<file path="config.mk">
export PLATFORM = sky130hd
export DESIGN_NAME = evt_timer
export DESIGN_NICKNAME = d
export VERILOG_FILES = /design/src/logic/evt_pkg.sv /design/src/logic/evt_timer.sv
export SDC_FILE = /design/constraint.sdc
export NUM_CORES = 1
export LEC_CHECK = 0
export BUFFER_PORTS_ARGS = -buffer_cell sky130_fd_sc_hd__buf_2
export CAP_MARGIN = 20
export CORE_ASPECT_RATIO = 1.4
export CORE_MARGIN = 2
export CORE_UTILIZATION = 24
export DETAILED_ROUTE_END_ITERATION = 8
export MAX_ROUTING_LAYER = met4
export PLACE_DENSITY = 0.43
export SETUP_SLACK_MARGIN = 0.4
export SYNTH_ARGS = -nofsm -noshare
export SYNTH_HDL_FRONTEND = slang
export SYNTH_SLANG_ARGS = --single-unit
</file>
<file path="constraint.sdc">
create_clock -name clk -period 2.8 [get_ports clk]
set_clock_uncertainty 0.1 [all_clocks]
set_input_delay 0.7 -clock clk [delete_from_list [all_inputs] [get_ports clk]]
set_output_delay 0.7 -clock clk [all_outputs]
set_load 0.03 [all_outputs]
</file>
<file path="src/logic/evt_pkg.sv">
// constants for the 8-bit event timer with compare and two output modes
package evt_pkg;
  // register offsets on the plain register port
  localparam logic [1:0] EVT_OFF_MODE  = 2'h0;
  localparam logic [1:0] EVT_OFF_MATCH = 2'h1;
  localparam logic [1:0] EVT_OFF_COUNT = 2'h2;
  localparam logic [1:0] EVT_OFF_PIN   = 2'h3;
  // mode control field positions
  localparam int EVT_BIT_EN     = 7;
  localparam int EVT_BIT_PWM    = 6;
  localparam int EVT_BIT_CSH    = 2;
  localparam int EVT_BIT_CSL    = 1;
  localparam int EVT_BIT_OE     = 0;
  localparam logic [7:0] EVT_MODE_WMASK = 8'hC7;
  // pin control field positions
  localparam int EVT_BIT_DIR    = 1;
  localparam int EVT_BIT_LATCH  = 0;
  // reset values
  localparam logic [7:0] EVT_MODE_RST  = 8'h00;
  localparam logic [7:0] EVT_MATCH_RST = 8'h00;
  localparam logic [7:0] EVT_COUNT_RST = 8'h00;
  localparam logic       EVT_DIR_RST   = 1'b1;
  // clock select codes
  localparam logic [1:0] EVT_CS_SYS  = 2'h0;
  localparam logic [1:0] EVT_CS_DIV  = 2'h1;
  localparam logic [1:0] EVT_CS_RISE = 2'h2;
  localparam logic [1:0] EVT_CS_FALL = 2'h3;
  // prescale divide ratio for the slow internal clock
  localparam int EVT_DIV_RATIO = 256;
endpackage : evt_pkg

</file>
<file path="src/logic/evt_timer.sv">
// 8-bit event timer: event count, square wave and pwm on a shared pin
`timescale 1ns/1ps
//////////////////////////////////////////////////////////////////////////////
// Overview of operation
// - event mode counts chosen external edge
// - non-pwm match clears count, pulses irq
// - square wave toggles pin every match
// - clearing enable forces square output low
// - output enable starts pin low
// - pwm match raises irq, counter wraps
// - pwm compare below count: high whole cycle
// - pwm compare rewrite may drop one pulse
// - first match may be one count early
// - clock select: sys, sys/256, rise, fall
// - disabled counter holds zero
// - external clock disables timer output
//////////////////////////////////////////////////////////////////////////////
module evt_timer
  import evt_pkg::*;
(
  input  wire logic       clk,
  input  wire logic       rst_b,
  input  wire logic [1:0] reg_addr,
  input  wire logic [7:0] reg_wdata,
  input  wire logic       reg_wr,
  input  wire logic       reg_rd,
  output logic      [7:0] reg_rdata,
  input  wire logic       shared_port_pin_i,
  output logic            shared_port_pin_o,
  output logic            shared_port_pin_oe,
  output logic            match_irq
);

  //////////////////////////////////////////////////////////////////////////////
  // register state
  logic [7:0] timer_mode_ctrl_q, timer_mode_ctrl_d;
  logic [7:0] match_value_reg_q, match_value_reg_d;
  logic [7:0] event_count_reg_q, event_count_reg_d;
  logic       pin_direction_bit_q, pin_direction_bit_d;
  logic       pin_latch_q, pin_latch_d;
  logic [7:0] reg_rdata_d;
  logic [7:0] prescale_q, prescale_d;
  logic       sync1_q, sync2_q, ext_prev_q;
  logic       timer_out_pin_q, timer_out_pin_d;
  logic       match_irq_d;
  logic       pin_o_d, pin_oe_d;

  logic       count_enable_bit, pwm_select_bit, output_enable_bit;
  logic [1:0] clock_sel;
  logic       tick, hit, ext_count_input;

  assign count_enable_bit  = timer_mode_ctrl_q[EVT_BIT_EN];
  assign pwm_select_bit    = timer_mode_ctrl_q[EVT_BIT_PWM];
  assign output_enable_bit = timer_mode_ctrl_q[EVT_BIT_OE];
  assign clock_sel         = {timer_mode_ctrl_q[EVT_BIT_CSH], timer_mode_ctrl_q[EVT_BIT_CSL]};
  assign ext_count_input   = sync2_q;

  function automatic logic sel_hit(input logic [1:0] a, input logic [1:0] off);
    sel_hit = (a == off);
  endfunction : sel_hit

  //////////////////////////////////////////////////////////////////////////////
  // register port
  always_comb
  begin
    timer_mode_ctrl_d   = timer_mode_ctrl_q;
    match_value_reg_d   = match_value_reg_q;
    pin_direction_bit_d = pin_direction_bit_q;
    pin_latch_d         = pin_latch_q;
    reg_rdata_d         = 8'h00;
    if (reg_wr)
    begin
      if (sel_hit(reg_addr, EVT_OFF_MODE))
        timer_mode_ctrl_d = reg_wdata & EVT_MODE_WMASK;
      if (sel_hit(reg_addr, EVT_OFF_MATCH))
        match_value_reg_d = reg_wdata;
      if (sel_hit(reg_addr, EVT_OFF_PIN))
      begin
        pin_direction_bit_d = reg_wdata[EVT_BIT_DIR];
        pin_latch_d         = reg_wdata[EVT_BIT_LATCH];
      end
    end
    if (reg_rd)
    begin
      unique case (reg_addr)
        EVT_OFF_MODE:  reg_rdata_d = timer_mode_ctrl_q;
        EVT_OFF_MATCH: reg_rdata_d = match_value_reg_q;
        EVT_OFF_COUNT: reg_rdata_d = event_count_reg_q;
        EVT_OFF_PIN:   reg_rdata_d = {6'h00, pin_direction_bit_q, pin_latch_q};
      endcase
    end
  end

  always_ff @(posedge clk or negedge rst_b)
  begin
    if (!rst_b)
    begin
      timer_mode_ctrl_q   <= EVT_MODE_RST;
      match_value_reg_q   <= EVT_MATCH_RST;
      pin_direction_bit_q <= EVT_DIR_RST;
      pin_latch_q         <= 1'b0;
      reg_rdata           <= 8'h00;
    end
    else
    begin
      timer_mode_ctrl_q   <= timer_mode_ctrl_d;
      match_value_reg_q   <= match_value_reg_d;
      pin_direction_bit_q <= pin_direction_bit_d;
      pin_latch_q         <= pin_latch_d;
      reg_rdata           <= reg_rdata_d;
    end
  end

  //////////////////////////////////////////////////////////////////////////////
  // count pulse selection; the pin is synchronised before edge detection
  always_ff @(posedge clk or negedge rst_b)
  begin
    if (!rst_b)
    begin
      sync1_q    <= 1'b0;
      sync2_q    <= 1'b0;
      ext_prev_q <= 1'b0;
    end
    else
    begin
      sync1_q    <= shared_port_pin_i;
      sync2_q    <= sync1_q;
      ext_prev_q <= sync2_q;
    end
  end

  // prescaler runs free, so the first slow tick after enable lands anywhere
  // within one count period: the start error is inherent
  always_comb
  begin
    prescale_d = prescale_q + 8'h01;
    unique case (clock_sel)
      EVT_CS_SYS:  tick = 1'b1;
      EVT_CS_DIV:  tick = (prescale_q == 8'(EVT_DIV_RATIO - 1));
      EVT_CS_RISE: tick = ext_count_input & ~ext_prev_q;
      EVT_CS_FALL: tick = ~ext_count_input & ext_prev_q;
    endcase
  end

  //////////////////////////////////////////////////////////////////////////////
  // counter, compare and output
  assign hit = count_enable_bit && tick && (event_count_reg_q == match_value_reg_q);

  always_comb
  begin
    event_count_reg_d = event_count_reg_q;
    timer_out_pin_d   = timer_out_pin_q;
    match_irq_d       = hit;
    if (!count_enable_bit)
    begin
      event_count_reg_d = EVT_COUNT_RST;
      timer_out_pin_d   = 1'b0;
    end
    else if (tick)
    begin
      if (hit && !pwm_select_bit)
        event_count_reg_d = EVT_COUNT_RST;
      else
        event_count_reg_d = event_count_reg_q + 8'h01;
      if (pwm_select_bit)
      begin
        // high from wrap to match; a compare below the count keeps it high
        // until the match in the next 256-count cycle
        if (hit)
          timer_out_pin_d = 1'b0;
        else if (event_count_reg_q == 8'hFF)
          timer_out_pin_d = 1'b1;
      end
      else if (hit)
        timer_out_pin_d = ~timer_out_pin_q;
    end
    if (!output_enable_bit)
      timer_out_pin_d = 1'b0;
  end

  // external count clock forbids timer output on the shared pin
  always_comb
  begin
    pin_oe_d = ~pin_direction_bit_q;
    pin_o_d  = pin_latch_q;
    if (output_enable_bit && !clock_sel[1])
      pin_o_d = pin_latch_q | timer_out_pin_q;
  end

  always_ff @(posedge clk or negedge rst_b)
  begin
    if (!rst_b)
    begin
      prescale_q         <= 8'h00;
      event_count_reg_q  <= EVT_COUNT_RST;
      timer_out_pin_q    <= 1'b0;
      match_irq          <= 1'b0;
      shared_port_pin_o  <= 1'b0;
      shared_port_pin_oe <= 1'b0;
    end
    else
    begin
      prescale_q         <= prescale_d;
      event_count_reg_q  <= event_count_reg_d;
      timer_out_pin_q    <= timer_out_pin_d;
      match_irq          <= match_irq_d;
      shared_port_pin_o  <= pin_o_d;
      shared_port_pin_oe <= pin_oe_d;
    end
  end

  //////////////////////////////////////////////////////////////////////////////
  // checks
  property p_clear_on_match;
    @(posedge clk) disable iff (!rst_b)
      hit && !pwm_select_bit |=> event_count_reg_q == 8'h00;
  endproperty
  a_clear_on_match: assert property (p_clear_on_match) else $error("no clear");

  property p_irq_pulse;
    @(posedge clk) disable iff (!rst_b)
      match_irq |=> !match_irq || $past(hit);
  endproperty
  a_irq_pulse: assert property (p_irq_pulse) else $error("irq not a pulse");

  property p_irq_cause;
    @(posedge clk) disable iff (!rst_b) hit |=> match_irq;
  endproperty
  a_irq_cause: assert property (p_irq_cause) else $error("match without irq");

  property p_hold_zero;
    @(posedge clk) disable iff (!rst_b)
      !count_enable_bit ##1 !count_enable_bit |-> event_count_reg_q == 8'h00;
  endproperty
  a_hold_zero: assert property (p_hold_zero) else $error("disabled count not zero");

  property p_toggle;
    @(posedge clk) disable iff (!rst_b)
      hit && !pwm_select_bit && output_enable_bit ##1 output_enable_bit
        |-> timer_out_pin_q != $past(timer_out_pin_q);
  endproperty
  a_toggle: assert property (p_toggle) else $error("square wave not toggled");

  property p_off_low;
    @(posedge clk) disable iff (!rst_b) !count_enable_bit |=> !timer_out_pin_q;
  endproperty
  a_off_low: assert property (p_off_low) else $error("output high while off");

  property p_pwm_wrap;
    @(posedge clk) disable iff (!rst_b)
      hit && pwm_select_bit |=> event_count_reg_q == $past(event_count_reg_q) + 8'h01;
  endproperty
  a_pwm_wrap: assert property (p_pwm_wrap) else $error("pwm count cleared");

  property p_edge_count;
    @(posedge clk) disable iff (!rst_b)
      count_enable_bit && clock_sel == EVT_CS_RISE && !tick && !$past(reg_wr) |=>
        $stable(event_count_reg_q) || !count_enable_bit || $past(reg_wr);
  endproperty
  a_edge_count: assert property (p_edge_count) else $error("count without edge");

  property p_oe_low;
    @(posedge clk) disable iff (!rst_b)
      !output_enable_bit |=> !timer_out_pin_q;
  endproperty
  a_oe_low: assert property (p_oe_low) else $error("pin high without enable");

  // with an external count clock the pin only ever shows the port latch
  property p_ext_no_out;
    @(posedge clk) disable iff (!rst_b)
      clock_sel[1] |=> shared_port_pin_o == $past(pin_latch_q);
  endproperty
  a_ext_no_out: assert property (p_ext_no_out) else $error("timer on ext pin");

  property p_irq_single;
    @(posedge clk) disable iff (!rst_b)
      match_irq |-> $past(hit);
  endproperty
  a_irq_single: assert property (p_irq_single) else $error("irq without match");

  // pwm level rises at the wrap so a late compare leaves a full high period
  property p_pwm_rise;
    @(posedge clk) disable iff (!rst_b)
      count_enable_bit && pwm_select_bit && output_enable_bit && tick && !hit &&
        event_count_reg_q == 8'hFF |=> timer_out_pin_q;
  endproperty
  a_pwm_rise: assert property (p_pwm_rise) else $error("pwm not high at wrap");

  c_match_square: cover property (@(posedge clk) disable iff (!rst_b)
    hit && !pwm_select_bit && output_enable_bit);
  c_match_pwm: cover property (@(posedge clk) disable iff (!rst_b) hit && pwm_select_bit);
  c_event_hit: cover property (@(posedge clk) disable iff (!rst_b)
    hit && clock_sel[1] && match_value_reg_q == 8'h00);
  c_pwm_wrap: cover property (@(posedge clk) disable iff (!rst_b)
    pwm_select_bit && tick && event_count_reg_q == 8'hFF);
  c_div_hit: cover property (@(posedge clk) disable iff (!rst_b)
    hit && clock_sel == EVT_CS_DIV);

endmodule : evt_timer

</file>
**After elaboration in Yosys (flattened, before gate mapping)**

Cells that the tools add are included.

- Bits in read-only memories: 0
- Memories: 0
- Bits in registers: 46
- Memory bits (writable): 0
- Bits in latches: 0
- Bits of input ports: 15

- Magnitude comparators: 0
- Reduce and logical (&&, ||, !) cells: 12
- Muxes and demuxes: 14
- Shifts and indexed selects: 0
- Equal/unequal tests: 13
- Add/sub/neg operators: 2
- $mul: 0
- Bitwise logic cells: 7
- Divide/modulo/power cells: 0

Operators by type and width:

| cell | count |
|---|---|
| $mux 8 | 4 |
| $pmux 8 s4 | 1 |
| $add 8x1->8 const B | 2 |
| $eq 8x8->1 const B | 2 |
| $eq 2x2->1 const B | 4 |
| $eq 8x8->1 | 1 |
| $mux 1 | 8 |
| $reduce_and 2->1 | 3 |
| $eq 2x1->1 const B | 2 |
| $logic_and 1x1->1 | 4 |
| $logic_not 2->1 | 2 |
| $ne 4x2->1 const B | 1 |
| $ne 4x3->1 const B | 1 |
| $not 1->1 | 4 |
| $pmux 1 s4 | 1 |
| $ne 3x2->1 const B | 1 |
| $reduce_and 3->1 | 1 |
| $and 1x1->1 | 2 |
| $logic_not 1->1 | 2 |
| $ne 2x1->1 const B | 1 |
| $or 1x1->1 | 1 |

**Longest topological paths before layout**

- Word-level depth: 10
- Mapped depth: 7
- Mapped depth without buffers: 6

**Least setup slack after synthesis**

Ideal clock, no wire load.

- Path kind: in2reg
- From: in reg_addr[1]
- To: reg match_value_reg_q[0]
- Required time: 2575 ps
- Stages: 3
- Setup time: 125 ps
- Slack: 959 ps
- Data arrival time: 1617 ps
- Buffers on the path: 1
- Cells stage by stage: clkbuf_1 > nand3b_1 > mux2_2

- Cells in the longest elaborated chain, start to end: 2

RTL lines:

| what | line | RTL |
|---|---|---|
| start, declared | evt_timer.sv:23 | `input wire logic [1:0] reg_addr,` |
| $eq 2x1->1 | evt_timer.sv:59 | `sel_hit = (a == off);` |
| $reduce_and 2->1 (no source line) | - |  |
| end signal, assigned | evt_timer.sv:107 | `match_value_reg_q <= match_value_reg_d;` |
| end, declared | evt_timer.sv:37 | `logic [7:0] match_value_reg_q, match_value_reg_d;` |

Every way passes these cells.
A chain may end at the register's enable or synchronous reset.

**Final worst setup path**

- From: reg prescale_q[0]
- To: reg event_count_reg_q[7]

- Cells in the longest elaborated chain, start to end: 8
- Elaborated cells between the ends (all ways): 9
- Those cells by class: 2 x eq/ne; 4 x mux; 3 x reduce/logical

RTL lines:

| what | line | RTL |
|---|---|---|
| start, declared | evt_timer.sv:42 | `logic [7:0] prescale_q, prescale_d;` |
| start signal, assigned | evt_timer.sv:203 | `prescale_q <= prescale_d;` |
| $eq 8x8->1 (*) | evt_timer.sv:139 | `EVT_CS_DIV: tick = (prescale_q == 8'(EVT_DIV_RATIO - 1));` |
| $pmux 1 s4 (*) | evt_timer.sv:137 | `unique case (clock_sel)` |
| $logic_and 1x1->1 (2 in series) | evt_timer.sv:147 | `assign hit = count_enable_bit && tick && (event_count_reg_q == match_value_reg_q);` |
| $logic_and 1x1->1 | evt_timer.sv:161 | `if (hit && !pwm_select_bit)` |
| $mux 8 | evt_timer.sv:161 |  |
| $mux 8 | evt_timer.sv:159 | `else if (tick)` |
| $mux 8 | evt_timer.sv:154 | `if (!count_enable_bit)` |
| end signal, assigned | evt_timer.sv:204 | `event_count_reg_q <= event_count_reg_d;` |
| end, declared | evt_timer.sv:38 | `logic [7:0] event_count_reg_q, event_count_reg_d;` |

Every way passes the cells marked *; elsewhere a longest branch is shown, timed or not. The select of a mux whose other input is x is not followed.

==> results.py <==
metrics = {
    "run_status": {
        "status": "complete, no violations",
    },
    "min_path": {
        "min_path_type": "reg -> reg",
    },
    "cells_and_area": {
        "synthToLayoutAreaGrowth_pct": 19.7,
        "design_area_um2": 2560,
        "antennaDiodeCount": 0,
        "final_common_cell": "dfrtp_1",
        "fin_nets": 227,
        "drive_above_1_share": 0.280,
        "final_cell_mix": "45 x dfrtp_1, 25 x buf_2, 14 x mux2_2",
    },
    "global_routing": {
        "antenna_found_initial": 0,
        "grt_max_degree": 27,
        "first_global_vias": 1461,
        "gr-total-overflow": 0,
        "grt_use_total": 0.106,
        "grt_pass1_wl_mm": 7.62,
    },
    "route": {
        "drt_iter0_drc": 59,
        "drt-pass1-iter-count": 4,
        "antenna_left": 0,
        "wl_per_cell_um": 14.7,
        "routed_wl_mm": 4.63,
        "drc_errors": 0,
        "via_per_inst": 4.44,
        "num_vias": 1404,
    },
    "die": {
        "die_w_um": 83.8,
        "ioPinCount": 26,
        "die_area_um2": 9710,
        "coreArea_um2": 8610,
        "start_util": 0.249,
        "dieHeight_um": 116,
        "num_rows": 40,
    },
    "clock_network": {
        "root_buffer": "clkbuf_16",
        "clk_pin_slew_ns": 0.06,
        "insertion_delay_ns": 0.29,
        "cts_tree": "done",
        "cts_hold_buf": 0,
        "post_cts_buffers": 0,
        "postCtsResizedCells": 0,
        "clock-sinks": 46,
        "clockBufferDepth": 2,
        "h-tree-depth": 2,
        "cts_buffers": 5,
    },
    "sta": {
        "slew_violations": 0,
        "period_share": 0.717,
        "final_hold_viol_count": 0,
        "post-route-min-period_ns": 2.01,
        "fin_tns_setup_ns": 0,
        "max_freq_ghz": 0.498,
        "rsz0062_at_grt": "false",
        "holdWs_ns": 0.249,
        "setup_ws_ns": 0.791,
        "max-slew-margin-rel": 0.650,
        "finalSetupViolations": 0,
        "tightest_slew_ns": 0.524,
    },
    "synthesis": {
        "synth_nets": 197,
        "ys_seq_area_frac": 0.538,
        "synth_area_um2": 2140,
        "synth_area_per_cell_um2": 11.9,
        "synth_largest_area_cell": "dfrtp_1",
        "synth_top_area_share": 0.526,
        "synth_cells": 180,
        "synth-seq-cells": 46,
        "synth_cell_types": 42,
        "synth_area_leaders": "dfrtp_1 53%, mux2_2 7.4%, xnor2_1 4.5%",
        "yosys_warnings": 0,
    },
    "flow_run": {
        "cap_violations": 0,
    },
    "placed_design": {
        "placed_cell_area_um2": 2410,
        "portBuffers": 25,
        "hpwl_mm": 3.43,
        "dp_slack_ns": 0.796,
        "routabilityCongestion": 0.750,
    },
    "setup_path": {
        "path_class": "reg -> reg",
        "worstPathArrival_ns": 2.12,
        "endpoint_kind": "register",
        "critPathMaxFanout": 11,
        "critPathRequiredTime_ns": 2.91,
        "start_kind": "register",
    },
    "power": {
        "leakage_nw": 1.13,
        "ir_worst_vdd_mv": 0.420,
        "powerDensity_nw_per_um2": 657,
    },
}
-- cells by family after synthesis --
| logic type | count (synthesis) | share of synthesized area |
|---|---|---|
| muxes | 19 | 0.109 |
| and+or+nand+nor | 67 | 0.183 |
| adders and majority gates | 2 | 0.0117 |
| buffers and inverters | 9 | 0.0169 |
| AOI/OAI and AO/OA | 23 | 0.0847 |
| xor gates and xnor gates | 14 | 0.0572 |
| DFF | 46 | 0.538 |
-- flip-flops by register name (all words and copies together) (netlist names) --
register / cells
event_count_reg_q: 8
sync1_q: 1
match_value_reg_q: 8
shared_port_pin_o: 1
shared_port_pin_oe: 1
ext_prev_q: 1
reg_rdata: 8
pin_direction_bit_q: 1
match_irq: 1
timer_mode_ctrl_q: 5
prescale_q: 8
ext_count_input: 1
pin_latch_q: 1
timer_out_pin_q: 1
-- critical path: stages (launching register included) --
cell and delay [ns]:
dfrtp_1 0.36, ha_1 0.21, nand2_1 0.09, nor3_1 0.24, nor3_1 0.09, buf_4 0.18
or4_1 0.49, a31oi_1 0.17
-- final cells by class --
type / count / area, µm²
multi-input combinational: 125 / 953
tap: 105 / 131
inverter: 4 / 15.0
fill: 914 / 6040
clock inverter: 2 / 12.5
timing repair buffer: 28 / 160
sequential: 46 / 1150
clock buffer: 6 / 139
-- through the flow --
stage               std cells  total power, mW   util
floorplan                 180             1.00      -
global placement          308             1.10  0.280
detailed placement        308             1.10  0.280
CTS                       316             1.71  0.298
global route              316             1.78  0.298
finish                    316             1.69  0.298
-- routing by layer --
layer / up-vias / part of all wire / GRT usage
met5: - / 0 / -
met4: 0 / 0.018 / 0.0419
met3: 7 / 0.028 / 0.0271
met2: 16 / 0.50 / 0.174
met1: 676 / 0.46 / 0.126
li1: 705 / - / -
-- power by group --
group | switching [mW] | internal, mW | leakage, nW
Clock | 0.248 | 0.353 | 0.0729
Combinational | 0.147 | 0.129 | 0.480
Sequential | 0.0767 | 0.732 | 0.579
-- synthesized netlist by cell type --
library cell,count
nand4b_1,1
a22oi_1,3
mux2_2,14
nand3_1,12
nor2_2,1
a21oi_1,2
xor2_1,3
a211o_1,1
clkbuf_1,3
o22ai_1,1
nand4_1,2
or2_1,2
nand4_2,2
and3_1,4
and4b_1,1
inv_1,4
nor3b_2,1
dfrtp_1,45
or3_1,1
buf_2,2
nand2b_1,1
a31o_1,1
and2_1,5
mux2i_1,3
ha_1,2
or3b_1,1
o31ai_4,1
or4_1,1
nand3b_1,2
nor3_2,1
xnor2_1,11
nand2_1,11
mux4_2,2
nor2_1,6
o2bb2ai_1,4
o21bai_1,1
a22o_1,4
nor3_1,4
dfstp_2,1
a31oi_1,1
nor2b_1,8
o21ai_0,4
-- worst paths after layout --
path / from / end / slack (ns) / cells past startpoint
min in group asynchronous: rst_b / prescale_q[2] / 0.28 / 1
setup reg to reg: prescale_q[0] / event_count_reg_q[7] / 0.79 / 7
hold reg to reg: sync1_q / ext_count_input / 0.25 / 0
hold / removal: sync1_q / ext_count_input / 0.25 / 0
max in group asynchronous: rst_b / pin_direction_bit_q / 1.72 / 2
setup / recovery: prescale_q[0] / event_count_reg_q[7] / 0.79 / 7
Power figures use the tool's default switching activity.
